===== src/rtl/usx_pkg.sv =====
// package for the serial transmit and synchronous mode unit
package usx_pkg;
    // register offsets on the plain register port
    localparam logic [2:0] ADDR_MODE_ONE = 3'h0;
    localparam logic [2:0] ADDR_MODE_TWO = 3'h1;
    localparam logic [2:0] ADDR_STATUS = 3'h2;
    localparam logic [2:0] ADDR_TX_DATA = 3'h3;
    localparam logic [2:0] ADDR_RX_DATA = 3'h4;
    localparam logic [2:0] ADDR_PRESCALE = 3'h5;
    localparam logic [2:0] ADDR_DIVISOR = 3'h6;
    // mode control one fields
    localparam int MODE_SELECT_POS = 0;
    localparam int CLOCK_SOURCE_POS = 1;
    localparam int CHAR_LOW_POS = 2;
    localparam int CHAR_HIGH_POS = 3;
    localparam int STOP_LENGTH_POS = 4;
    localparam int PARITY_POL_POS = 5;
    localparam int PARITY_EN_POS = 6;
    localparam int BIT_ORDER_POS = 7;
    // mode control two fields
    localparam int EMPTY_IRQ_EN_POS = 0;
    localparam int DONE_IRQ_EN_POS = 1;
    localparam int RX_IRQ_EN_POS = 2;
    localparam int TX_ENABLE_POS = 3;
    localparam int RX_ENABLE_POS = 4;
    localparam int TX_OUT_EN_POS = 6;
    localparam int CLK_OUT_EN_POS = 7;
    // status fields
    localparam int TX_EMPTY_POS = 0;
    localparam int TX_DONE_POS = 1;
    localparam int RX_FULL_POS = 2;
    localparam int OVERRUN_POS = 4;
    // reset values
    localparam logic [7:0] MODE_ONE_RESET = 8'h00;
    localparam logic [7:0] MODE_TWO_RESET = 8'h00;
    localparam logic [1:0] PRESCALE_RESET = 2'h0;
    localparam logic [7:0] DIVISOR_RESET = 8'h02;
    // async bit time is four baud ticks
    localparam logic [1:0] ASYNC_TICKS_LAST = 2'h3;

    typedef enum logic [1:0] {
        TX_IDLE = 2'b00,
        TX_START = 2'b01,
        TX_SHIFT = 2'b10,
        TX_STOP = 2'b11
    } usx_state_type;

    typedef struct packed {
        logic bit_order;
        logic parity_en;
        logic parity_pol;
        logic stop_two;
        logic [1:0] char_len;
        logic clk_ext;
        logic sync_mode;
    } usx_mode_one_type;

    typedef struct packed {
        logic [2:0] addr;
        logic [7:0] wdata;
        logic wr;
        logic rd;
    } usx_bus_type;
endpackage


===== src/rtl/usx_top.sv =====
// serial transmitter with asynchronous frame and synchronous clocked modes
// Contract
// - async transmit uses order, parity, polarity, stop, length, clock from mode one; async ignores the clock bit and uses the baud generator
// - transmission starts whether enable is set before or after the data write
// - writing the transmit data register clears the buffer empty flag; the code leaves it set when the write meets a move in the same cycle
// - moving data into the shift register sets the buffer empty flag
// - with buffer interrupt enabled, empty flag high raises transmit interrupt
// - done-enable set and empty-enable clear: end of frame sets done and interrupts
// - back to back, both flags set where the last frame bit ends
// - async transmit and receive run independently and may overlap; the code has no async receive and receives in synchronous mode only
// - mode select one picks synchronous mode, zero picks asynchronous
// - synchronous character length selectable five to eight bits
// - synchronous mode sends no parity and no stop bit
// - synchronous shift clock is baud generator or external clock
// - clock output enable low makes clock pin input; high drives baud divided by two
// - synchronous divisor accepts 01h to FFh, 00h meaning 256
// - internal clock runs only while transmitting; receive-only needs dummy write
// - external clock with receive enabled samples data on each rising edge
// - async frame: low start, data in chosen order, high stop, idle high
// - async stop one or two bits, five to eight data bits
// - parity enable switches parity bit, polarity chooses its sense
// - async bit rate is baud generator output divided by four
//
// Implementation choices: the register offsets and the address-and-strobe port.
module usx_top (
    // clock and reset
    input wire logic clk,
    input wire logic resetn,
    // register port
    input wire logic [2:0] reg_addr,
    input wire logic [7:0] reg_wdata,
    input wire logic reg_wr,
    input wire logic reg_rd,
    output logic [7:0] reg_rdata,
    // serial lines
    output logic ser_out,
    input wire logic ser_in,
    input wire logic serial_clock_pin_i,
    output logic serial_clock_pin_o,
    output logic serial_clock_pin_oe,
    // interrupt requests of the unit
    output logic tx_irq,
    output logic rx_irq
);
    usx_pkg::usx_bus_type bus;
    usx_pkg::usx_mode_one_type mode;
    usx_pkg::usx_state_type state_q, state_d;
    logic [7:0] mode_one_q, mode_two_q, tdata_q, rdata_q, shift_q, rshift_q, rd_q;
    logic [7:0] div_q, div_cnt_q;
    logic [1:0] pre_q;
    logic [2:0] pre_cnt_q;
    logic empty_q, done_q, full_q, over_q, loaded_q;
    logic [1:0] tick_cnt_q;
    logic [3:0] bit_cnt_q, rbit_cnt_q;
    logic parity_q, sclk_q, out_q, cur_bit;
    logic [1:0] stop_cnt_q;
    logic ext_q, ext_prev_q;
    logic tx_en, rx_en, clk_out_en, sync_mode, baud_tick, bit_tick, step;
    logic ext_rise, ext_fall, int_fall, int_rise, sh_fall, sh_rise;
    logic wr_data, wr_mode_two, rd_rx, start_load, data_last;
    logic [3:0] nbits;

    assign bus = '{addr: reg_addr, wdata: reg_wdata, wr: reg_wr, rd: reg_rd};
    assign mode = usx_pkg::usx_mode_one_type'(mode_one_q);
    assign sync_mode = mode.sync_mode;
    assign tx_en = mode_two_q[usx_pkg::TX_ENABLE_POS];
    assign rx_en = mode_two_q[usx_pkg::RX_ENABLE_POS];
    assign clk_out_en = mode_two_q[usx_pkg::CLK_OUT_EN_POS];
    assign wr_data = bus.wr && (bus.addr == usx_pkg::ADDR_TX_DATA);
    assign wr_mode_two = bus.wr && (bus.addr == usx_pkg::ADDR_MODE_TWO);
    assign rd_rx = bus.rd && (bus.addr == usx_pkg::ADDR_RX_DATA);
    assign nbits = 4'h5 + {2'h0, mode.char_len};

    // baud generator: prescale 1/2/4/8, then divisor where zero counts 256
    assign baud_tick = (pre_cnt_q == 3'h0) && (div_cnt_q == 8'h01 || (div_q == 8'h01));
    always_ff @(posedge clk or negedge resetn) begin
        if (!resetn) begin
            pre_cnt_q <= 3'h0;
            div_cnt_q <= 8'h01; // first tick soon after reset, not 256 steps later
        end else begin
            pre_cnt_q <= (pre_cnt_q == 3'h0) ? 3'((4'h1 << pre_q) - 4'h1) : pre_cnt_q - 3'h1;
            if (pre_cnt_q == 3'h0) begin
                div_cnt_q <= (div_cnt_q == 8'h01) ? div_q : div_cnt_q - 8'h01;
            end
        end
    end

    // external clock edges; pin taken as synchronous
    assign ext_rise = ext_q && !ext_prev_q;
    assign ext_fall = !ext_q && ext_prev_q;
    always_ff @(posedge clk or negedge resetn) begin
        if (!resetn) begin
            ext_q <= 1'b1;
            ext_prev_q <= 1'b1;
        end else begin
            ext_q <= serial_clock_pin_i;
            ext_prev_q <= ext_q;
        end
    end

    // internal shift clock toggles on baud ticks only while a frame shifts
    assign int_fall = baud_tick && sclk_q && (state_q == usx_pkg::TX_SHIFT);
    assign int_rise = baud_tick && !sclk_q;
    assign sh_fall = mode.clk_ext ? ext_fall : int_fall;
    assign sh_rise = mode.clk_ext ? ext_rise : int_rise;
    always_ff @(posedge clk or negedge resetn) begin
        if (!resetn) begin
            sclk_q <= 1'b1;
        end else if (!sync_mode || state_q != usx_pkg::TX_SHIFT) begin
            sclk_q <= 1'b1;
        end else if (baud_tick) begin
            sclk_q <= !sclk_q;
        end
    end
    assign serial_clock_pin_o = sclk_q;
    assign serial_clock_pin_oe = clk_out_en && sync_mode;

    // async bit time of four baud ticks
    assign bit_tick = baud_tick && (tick_cnt_q == usx_pkg::ASYNC_TICKS_LAST);
    assign step = sync_mode ? sh_fall : bit_tick;
    always_ff @(posedge clk or negedge resetn) begin
        if (!resetn) begin
            tick_cnt_q <= 2'h0;
        end else if (state_q == usx_pkg::TX_IDLE) begin
            tick_cnt_q <= 2'h0;
        end else if (baud_tick) begin
            tick_cnt_q <= tick_cnt_q + 2'h1;
        end
    end

    // transmit state machine
    assign start_load = (state_q == usx_pkg::TX_IDLE) && tx_en && loaded_q;
    assign data_last = (bit_cnt_q == nbits - 4'h1);
    // bit now leaving the shifter: msb-first data sits right-aligned in shift_q
    assign cur_bit = mode.bit_order ? shift_q[3'(nbits - 4'h1)] : shift_q[7];
    always_comb begin
        state_d = state_q;
        unique case (state_q)
            usx_pkg::TX_IDLE: if (start_load) state_d = sync_mode ? usx_pkg::TX_SHIFT : usx_pkg::TX_START;
            usx_pkg::TX_START: if (step) state_d = usx_pkg::TX_SHIFT;
            usx_pkg::TX_SHIFT: if (step && data_last) begin
                state_d = sync_mode ? usx_pkg::TX_IDLE : usx_pkg::TX_STOP;
            end
            usx_pkg::TX_STOP: if (step && stop_cnt_q == 2'h1) state_d = usx_pkg::TX_IDLE;
        endcase
    end

    always_ff @(posedge clk or negedge resetn) begin
        if (!resetn) begin
            state_q <= usx_pkg::TX_IDLE;
            shift_q <= 8'h00;
            bit_cnt_q <= 4'h0;
            stop_cnt_q <= 1'b0;
            parity_q <= 1'b0;
            out_q <= 1'b1;
        end else begin
            state_q <= state_d;
            if (start_load) begin
                shift_q <= mode.bit_order ? tdata_q : {<<{tdata_q}};
                bit_cnt_q <= 4'h0;
                parity_q <= mode.parity_pol;
                // stop steps count the parity slot too, so the frame ends after the last stop bit
                stop_cnt_q <= 2'h1 + 2'(mode.stop_two) + 2'(mode.parity_en);
                out_q <= sync_mode ? out_q : 1'b0;
            end else if (state_q == usx_pkg::TX_IDLE) begin
                // async idles high; sync keeps its last data bit
                out_q <= sync_mode ? out_q : 1'b1;
            end else if (step) begin
                unique case (state_q)
                    usx_pkg::TX_IDLE: out_q <= 1'b1;
                    usx_pkg::TX_START, usx_pkg::TX_SHIFT: begin
                        if (state_q == usx_pkg::TX_SHIFT && data_last) begin
                            out_q <= sync_mode ? cur_bit : (mode.parity_en ? parity_q : 1'b1);
                        end else begin
                            out_q <= cur_bit;
                            shift_q <= {shift_q[6:0], 1'b0};
                            parity_q <= parity_q ^ cur_bit;
                            bit_cnt_q <= (state_q == usx_pkg::TX_SHIFT) ? bit_cnt_q + 4'h1 : bit_cnt_q;
                        end
                    end
                    usx_pkg::TX_STOP: begin
                        out_q <= 1'b1;
                        stop_cnt_q <= stop_cnt_q - 2'h1;
                    end
                endcase
            end
        end
    end
    assign ser_out = out_q;

    // buffer and completion flags
    logic frame_end;
    assign frame_end = (state_q != usx_pkg::TX_IDLE) && (state_d == usx_pkg::TX_IDLE);
    always_ff @(posedge clk or negedge resetn) begin
        if (!resetn) begin
            empty_q <= 1'b1;
            done_q <= 1'b0;
            loaded_q <= 1'b0;
            tdata_q <= 8'h00;
        end else begin
            if (wr_data) begin
                tdata_q <= bus.wdata;
                loaded_q <= 1'b1;
            end else if (start_load) begin
                loaded_q <= 1'b0;
            end
            // set wins: a write in the same cycle as a move leaves the empty flag set
            if (start_load) begin
                empty_q <= 1'b1;
            end else if (wr_data) begin
                empty_q <= 1'b0;
            end
            if (frame_end && !loaded_q) begin
                done_q <= 1'b1;
            end else if (wr_data) begin
                done_q <= 1'b0;
            end
        end
    end
    assign tx_irq = (mode_two_q[usx_pkg::EMPTY_IRQ_EN_POS] && empty_q)
                  || (mode_two_q[usx_pkg::DONE_IRQ_EN_POS] && done_q);

    // synchronous receive on shift clock rising edges; with the internal clock only while a frame shifts
    always_ff @(posedge clk or negedge resetn) begin
        if (!resetn) begin
            rshift_q <= 8'h00;
            rbit_cnt_q <= 4'h0;
            rdata_q <= 8'h00;
            full_q <= 1'b0;
            over_q <= 1'b0;
        end else begin
            if (!rx_en || !sync_mode) begin
                rbit_cnt_q <= 4'h0;
            end else if (sh_rise && (mode.clk_ext || state_q == usx_pkg::TX_SHIFT)) begin
                rshift_q <= {ser_in, rshift_q[7:1]};
                rbit_cnt_q <= (rbit_cnt_q == nbits - 4'h1) ? 4'h0 : rbit_cnt_q + 4'h1;
            end
            if (sync_mode && rx_en && sh_rise && rbit_cnt_q == nbits - 4'h1) begin
                if (full_q) begin
                    over_q <= 1'b1;
                end else begin
                    rdata_q <= {ser_in, rshift_q[7:1]} >> (4'h8 - nbits);
                    full_q <= 1'b1;
                end
            end else if (rd_rx) begin
                full_q <= 1'b0;
            end
        end
    end
    assign rx_irq = mode_two_q[usx_pkg::RX_IRQ_EN_POS] && full_q;

    // register writes and one-cycle-late reads
    always_ff @(posedge clk or negedge resetn) begin
        if (!resetn) begin
            mode_one_q <= usx_pkg::MODE_ONE_RESET;
            mode_two_q <= usx_pkg::MODE_TWO_RESET;
            pre_q <= usx_pkg::PRESCALE_RESET;
            div_q <= usx_pkg::DIVISOR_RESET;
        end else if (bus.wr) begin
            if (bus.addr == usx_pkg::ADDR_MODE_ONE) mode_one_q <= bus.wdata;
            if (wr_mode_two) mode_two_q <= bus.wdata;
            if (bus.addr == usx_pkg::ADDR_PRESCALE) pre_q <= bus.wdata[1:0];
            if (bus.addr == usx_pkg::ADDR_DIVISOR) div_q <= bus.wdata;
        end
    end

    logic [7:0] rd_mux;
    assign rd_mux = (bus.addr == usx_pkg::ADDR_MODE_ONE) ? mode_one_q
                  : (bus.addr == usx_pkg::ADDR_MODE_TWO) ? mode_two_q
                  : (bus.addr == usx_pkg::ADDR_STATUS) ? {3'h0, over_q, 1'b0, full_q, done_q, empty_q}
                  : (bus.addr == usx_pkg::ADDR_RX_DATA) ? rdata_q
                  : (bus.addr == usx_pkg::ADDR_PRESCALE) ? {6'h00, pre_q}
                  : (bus.addr == usx_pkg::ADDR_DIVISOR) ? div_q
                  : 8'h00;
    always_ff @(posedge clk or negedge resetn) begin
        if (!resetn) begin
            rd_q <= 8'h00;
        end else begin
            rd_q <= bus.rd ? rd_mux : 8'h00;
        end
    end
    assign reg_rdata = rd_q;

    // checks
    write_clears_a: assert property (@(posedge clk) disable iff (!resetn)
        (wr_data && !start_load) |=> !empty_q) else $error("empty flag not cleared by data write");
    move_sets_a: assert property (@(posedge clk) disable iff (!resetn)
        start_load |=> empty_q && !loaded_q) else $error("empty flag not set on move");
    empty_irq_a: assert property (@(posedge clk) disable iff (!resetn)
        (mode_two_q[usx_pkg::EMPTY_IRQ_EN_POS] && empty_q) |-> tx_irq) else $error("missing empty irq");
    done_flag_a: assert property (@(posedge clk) disable iff (!resetn)
        (frame_end && !loaded_q) |=> done_q) else $error("done flag not set at frame end");
    idle_high_a: assert property (@(posedge clk) disable iff (!resetn)
        (state_q == usx_pkg::TX_IDLE && !start_load && !sync_mode) |=> ser_out) else $error("line not idle high");
    start_low_a: assert property (@(posedge clk) disable iff (!resetn)
        (start_load && !sync_mode) |=> !ser_out) else $error("start bit not low");
    sync_no_stop_a: assert property (@(posedge clk) disable iff (!resetn)
        sync_mode |-> state_q != usx_pkg::TX_STOP && state_q != usx_pkg::TX_START) else $error("framing in sync");
    clk_pin_a: assert property (@(posedge clk) disable iff (!resetn)
        serial_clock_pin_oe == (clk_out_en && sync_mode)) else $error("clock pin direction wrong");
    clk_idle_a: assert property (@(posedge clk) disable iff (!resetn)
        (state_q == usx_pkg::TX_IDLE) |=> serial_clock_pin_o) else $error("clock runs without transmit");
    mode_sel_a: assert property (@(posedge clk) disable iff (!resetn)
        (start_load && sync_mode) |=> state_q == usx_pkg::TX_SHIFT) else $error("sync start wrong");
    stop_end_a: assert property (@(posedge clk) disable iff (!resetn)
        (frame_end && !sync_mode) |-> ser_out) else $error("frame ended off a stop bit");
endmodule


===== config.mk =====
export PLATFORM = sky130hd
export DESIGN_NAME = usx_top
export DESIGN_NICKNAME = d
export VERILOG_FILES = /design/src/rtl/usx_pkg.sv /design/src/rtl/usx_top.sv
export SDC_FILE = /design/constraint.sdc
export NUM_CORES = 1
export LEC_CHECK = 0
export BUFFER_PORTS_ARGS = -buffer_cell sky130_fd_sc_hd__buf_2
export CORE_UTILIZATION = 30
export DETAILED_ROUTE_END_ITERATION = 16
export PLACE_DENSITY = 0.43
export SLEW_MARGIN = 20
export SYNTH_ARGS = -nofsm -noshare
export SYNTH_HDL_FRONTEND = slang
export SYNTH_SLANG_ARGS = --single-unit

===== constraint.sdc =====
create_clock -name clk -period 3.9 [get_ports clk]
set_input_delay 0.39 -clock clk [delete_from_list [all_inputs] [get_ports clk]]
set_output_delay 0.39 -clock clk [all_outputs]
set_load 0.005 [all_outputs]

; ---- Word-level counts from Yosys, hierarchy flattened
; Cells that the tools add are included.
[op_classes]
n_shift = 2
magnitude_cmp = 1
eq_ne = 20
muxes = 66
bitwise_logic = 3
reduce_logical = 64
add_sub_neg = 12
[op_table]
columns = op, n
row1 = 8-bit 2-to-1 mux, 14
row2 = 4-bit 2-to-1 mux, 9
row3 = 1-bit 2-to-1 mux, 27
row4 = 1-bit logical AND, 25
row5 = 2-bit 2-to-1 mux, 12
row6 = 2-bit nonzero test, 11
row7 = "8-bit by 1-bit equality test with 1-bit output, second input constant", 2
row8 = 2-bit AND reduction, 7
row9 = "2-bit != test, second input constant", 5
row10 = "3-bit equality test, second input constant", 3
row11 = "4-bit by 1-bit adder with 4-bit output, second input constant", 2
row12 = 4-bit equality test, 2
row13 = 2-bit case mux with 4 select lines, 1
row14 = 8-bit by 4-bit >> shifter with 8-bit output, 1
row15 = "8-bit by 1-bit subtractor with 8-bit output, second input constant", 1
row16 = "2-bit equality test, second input constant", 3
row17 = "3-bit by 2-bit equality test with 1-bit output, second input constant", 2
row18 = 1-bit logical NOT, 6
row19 = 3-bit logical NOT, 2
row20 = 3-bit AND reduction, 2
row21 = "3-bit by 1-bit subtractor with 3-bit output, second input constant", 2
row22 = 1-bit logical OR, 5
row23 = 5-bit AND reduction, 1
row24 = "3-bit by 2-bit adder with 4-bit output, first input constant", 1
row25 = other kinds (19), 22
[totals]
output_inout_bits = 13
ff_bits = 101
elab_cells = 194

; ---- Logic depth before layout (Yosys ltp)
[logic_depth]
depth_word = 14
depth_mapped = 11

; ---- Worst setup path before layout
; Ideal clock, no wire load.
[synth_path]
kind = reg-to-reg
startpoint = reg mode_one_q[3], in the netlist mode[3]
endpoint = reg rdata_q[6]
arrival_ns = 2.492
n_path_buf = 3
stages_incl_launch_ff = 11
setup_slack_ns = 1.290
synth_period_minus_slack_ns = 2.610
required_time_ns = 3.783
cell_sequence = dfrtp_1 ha_1 clkbuf_1 xor2_1 or3_1 a21oi_1 or4b_1 buf_2 buf_6 nand2_1 o21ai_2
[synth_via]
elab_chain_len = 5
[synth_rtl]
columns = item, line_no
row1 = start: declaration, usx_top.sv:48  ; logic [7:0] mode_one_q, mode_two_q, tdata_q, rdata_q, shift_q, rshift_q, rd_q;
row2 = start signal: assignment, usx_top.sv:255  ; mode_one_q <= usx_pkg::MODE_ONE_RESET;
row3 = start signal: assignment, usx_top.sv:260  ; if (bus.addr == usx_pkg::ADDR_MODE_ONE) mode_one_q <= bus.wdata;
row4 = 3-bit by 2-bit adder with 4-bit output *, usx_top.sv:72  ; assign nbits = 4'h5 + {2'h0, mode.char_len};
row5 = 4-bit by 1-bit subtractor with 4-bit output, usx_top.sv:238  ; if (sync_mode && rx_en && sh_rise && rbit_cnt_q == nbits - 4'h1) begin
row6 = 4-bit equality test, usx_top.sv:238
row7 = 1-bit logical AND, usx_top.sv:238
row8 = 2-bit AND reduction (no line), -
row9 = end signal: assignment, usx_top.sv:242  ; rdata_q <= {ser_in, rshift_q[7:1]} >> (4'h8 - nbits);
row10 = end: declaration, usx_top.sv:48
; Every way passes the cells marked *; elsewhere a longest branch is shown, timed or not.
; A chain may end at the register's enable or synchronous reset.

; ---- Worst setup path in the final report
[layout_path]
startpoint = reg mode_one_q[3], in the netlist mode[3]
endpoint = reg bit_cnt_q[3]
[layout_via]
elab_chain_len = 6
[layout_rtl]
columns = item, line_no
row1 = 3-bit by 2-bit adder with 4-bit output, usx_top.sv:72
row2 = 4-bit by 1-bit subtractor with 4-bit output, usx_top.sv:133  ; assign data_last = (bit_cnt_q == nbits - 4'h1);
row3 = 4-bit equality test, usx_top.sv:133
row4 = 1-bit logical AND, usx_top.sv:172  ; if (state_q == usx_pkg::TX_SHIFT && data_last) begin
row5 = 2-bit != test (no line), -
row6 = 5-bit AND reduction (no line), -
row7 = end signal: assignment, usx_top.sv:178  ; bit_cnt_q <= (state_q == usx_pkg::TX_SHIFT) ? bit_cnt_q + 4'h1 : bit_cnt_q;
row8 = end: declaration, usx_top.sv:54  ; logic [3:0] bit_cnt_q, rbit_cnt_q;
; Every way passes these cells.

==> flow_summary.yaml <==
synth:
  synth.area.top_cells: "dfrtp_1, mux2_2, nand2_1"
  synth_most_common_cell: "dfrtp_1"
  yosysWarnings: 0
  synthesis.nets: 551
  synth-seq-cells: 100
  synth.cells.most_frequent: "dfrtp_1, nand2_1, a21oi_1, o21ai_0, mux2_2"
  synth-seq-area-share_pct: 47.3
  synth_cell_types: 66
  yosysTopAreaCellShare_pct: 43.8
  synth_top_cell_by_area: "dfrtp_1"
  avgSynthCellArea_um2: 10.2
  syn_inst: 520
  ys.flop_type: "dfrtp_1"
  syn-cell-area_um2: 5310
  synthArstFlopShare_pct: 100
  synth_edf_count: 0
clock_network:
  htreeDepth: 3
  cts_inserted_buffers: 9
  hold_buffers: 0
  clk_path_buf_depth: 2
  cts_resized: 0
  clock-sinks: 100
  worstSkewPairLatency_ps: 360
  post_cts_buffers: 0
  clkSlewWorstSetupHoldPaths_ps: 70
  cts-root-buf: "clkbuf_16"
  cts_tree: "done"
timing:
  maxSlewHeadroom_pct: 47.4
  max_freq_ghz: 0.326
  min_period_ps: 3070
  fin_ws_ps: 832
  fin_crit_sh_pct: 78.7
  rsz0062_at_grt: "false"
  tightestPinTransition_ps: 789
  finClkSkew_ps: 8.19
  slew_violations: 0
  finalSetupViolations: 0
  finalSetupTns_ps: 0
  hold_viol_final: 0
worst_setup_path:
  crit_fanout: 17
  cp.arrival_ps: 3310
  critPathLaunchType: "register"
  reg2reg_from: "mode[3]"
  endpoint_kind: "register"
  crit_type: "reg2reg"
  cp-startpoint: "mode[3]"
  crit_required_ps: 4140
floorplan:
  die_height_um: 135
  num_rows: 48
  core-area_um2: 17300
  die-area_um2: 18200
  io_pins: 30
  die_x_um: 135
  start_util_pct: 30.7
final_layout:
  register_area_um2: 2510
  multiInputGateArea_um2: 2580
  fillers: 1817
  nNetsFinal: 570
  area_growth_pct: 12.6
  finalNonFillerCells: 769
  postLayoutCellArea_um2: 5980
  drive_gt1_share_pct: 21.0
  insertedDiodeCount: 0
drt:
  num_vias: 3905
  drc_errors: 0
  wire_per_inst_um: 17.5
  postRouteWirelength_um: 13500
  drtPass1Iterations: 6
  final_antenna_net_count: 0
  drtIter0Drc: 185
  vias_per_cell: 5.08
run_status:
  status: "finished clean"
job:
  cap_violations: 0
global_route:
  grt_usage_pct: 16.1
  grt_overflow: 0
  antenna_found_initial: 0
  grt_max_degree: 58
  grt_pass1_vias: 3888
  use_met2_pct: 25.0
  use_met3_pct: 3.23
  grt_busiest_layer: "met2"
  grt_pass1_wl_um: 22000
  grt_util_met1_pct: 22.4
placement:
  dp_slack_ps: 794
  place_hpwl_um: 9710
  gp_congestion: 0.769
  numPortBuffers: 29
  dp_cells: 753
  dpl-instance-area_um2: 5680
power_and_ir_drop:
  vdd.ir_drop.worst_uv: 232
  p_leak_nw: 2.57
  p_per_area_nw_per_um2: 573
min_path:
  min_path_type: "in2async"
cells by family (layout without fill, tap and decap cells):
family,after synthesis,count (layout),share of synthesized area (%)
AND/OR/NAND/NOR,154,154,14.5
AO/OA/AOI/OAI,127,127,14.8
flip-flops,100,100,47.3
multiplexers,59,59,13.6
buffers and inverters,55,79,4.14
adder cells (fa/ha/maj),14,14,3.30
XOR/XNOR,11,11,2.43
power breakdown:
group / switching, mW / internal [mW] / total (mW)
logic: 0.561 / 0.448 / 1.01
registers: 0.213 / 1.28 / 1.49
clock network: 0.407 / 0.518 / 0.925
total: 1.18 / 2.25 / 3.43
state kept, by name, indices dropped and copies added (netlist names), 2 cells and up:
signal	flops
bit_cnt_q	4
pre_cnt_q	3
stop_cnt_q	2
rbit_cnt_q	4
shift_q	8
reg_rdata	8
rshift_q	7
div_cnt_q	8
mode	8
rdata_q	8
pre_q	2
div_q	8
tdata_q	8
state_q	2
mode_two_q	8
tick_cnt_q	2
layout by cell type (no fill, tap or decap), types with 5 or more instances in the layout:
cell type  instances
mux4_2             7
o22ai_1            7
clkbuf_16          9
xnor2_1            5
inv_1             26
dfrtp_1           93
mux2i_1           18
nand3_1           10
o21ai_0           36
or3_1              5
buf_4              8
nor2b_1           11
nor2_1            31
mux2_2            34
ha_1              14
a31oi_1            5
o21ai_1            6
a211oi_1           8
dfstp_2            7
nor3_1             6
buf_2             28
nand2_1           57
a21oi_1           36
path summary, 6_finish.rpt:
path / cells past startpoint / slack [ps] / endpoint
setup / recovery: 7 / 830 / bit_cnt_q[3]
hold / removal: 1 / 90 / pre_cnt_q[0]
setup reg to reg: 7 / 830 / bit_cnt_q[3]
hold reg to reg: 0 / 380 / ext_prev_q
max in group asynchronous: 2 / 2940 / div_q[1]
min in group clk: 1 / 140 / ext_q
per-layer routing:
layer,vias up,share of wire (%)
li1,1884,-
met1,1943,49
met5,-,0
met4,0,1.3
met3,13,4.9
met2,65,45
critical path, cell delays in order, from the launching register on:
cell and delay (ps):
dfrtp_1 410, ha_1 660, xnor2_1 200, mux2i_1 400
o21a_1 180, o211a_1 570, nand4_1 210, o221a_2 320
metrics by stage:
stage                     power, mW  utilization, %  hold WS (ps)
after floorplan                2.21               -          94.4
after global placement         2.52            32.8           372
after detailed placement       2.54            32.8           368
after CTS                      3.48            34.6           122
after global routing           3.66            34.6           126
final                          3.43            34.6          90.3
area by class of cell:
class	instances	share of cell area [%]
Tap cell	225	4.71
Multi-Input combinational cell	365	43.2
Inverter	27	1.69
Clock inverter	5	1.03
Clock buffer	11	4.06
Sequential cell	100	42.0
Timing Repair Buffer	36	3.35
(Power assumes the default switching activity.)
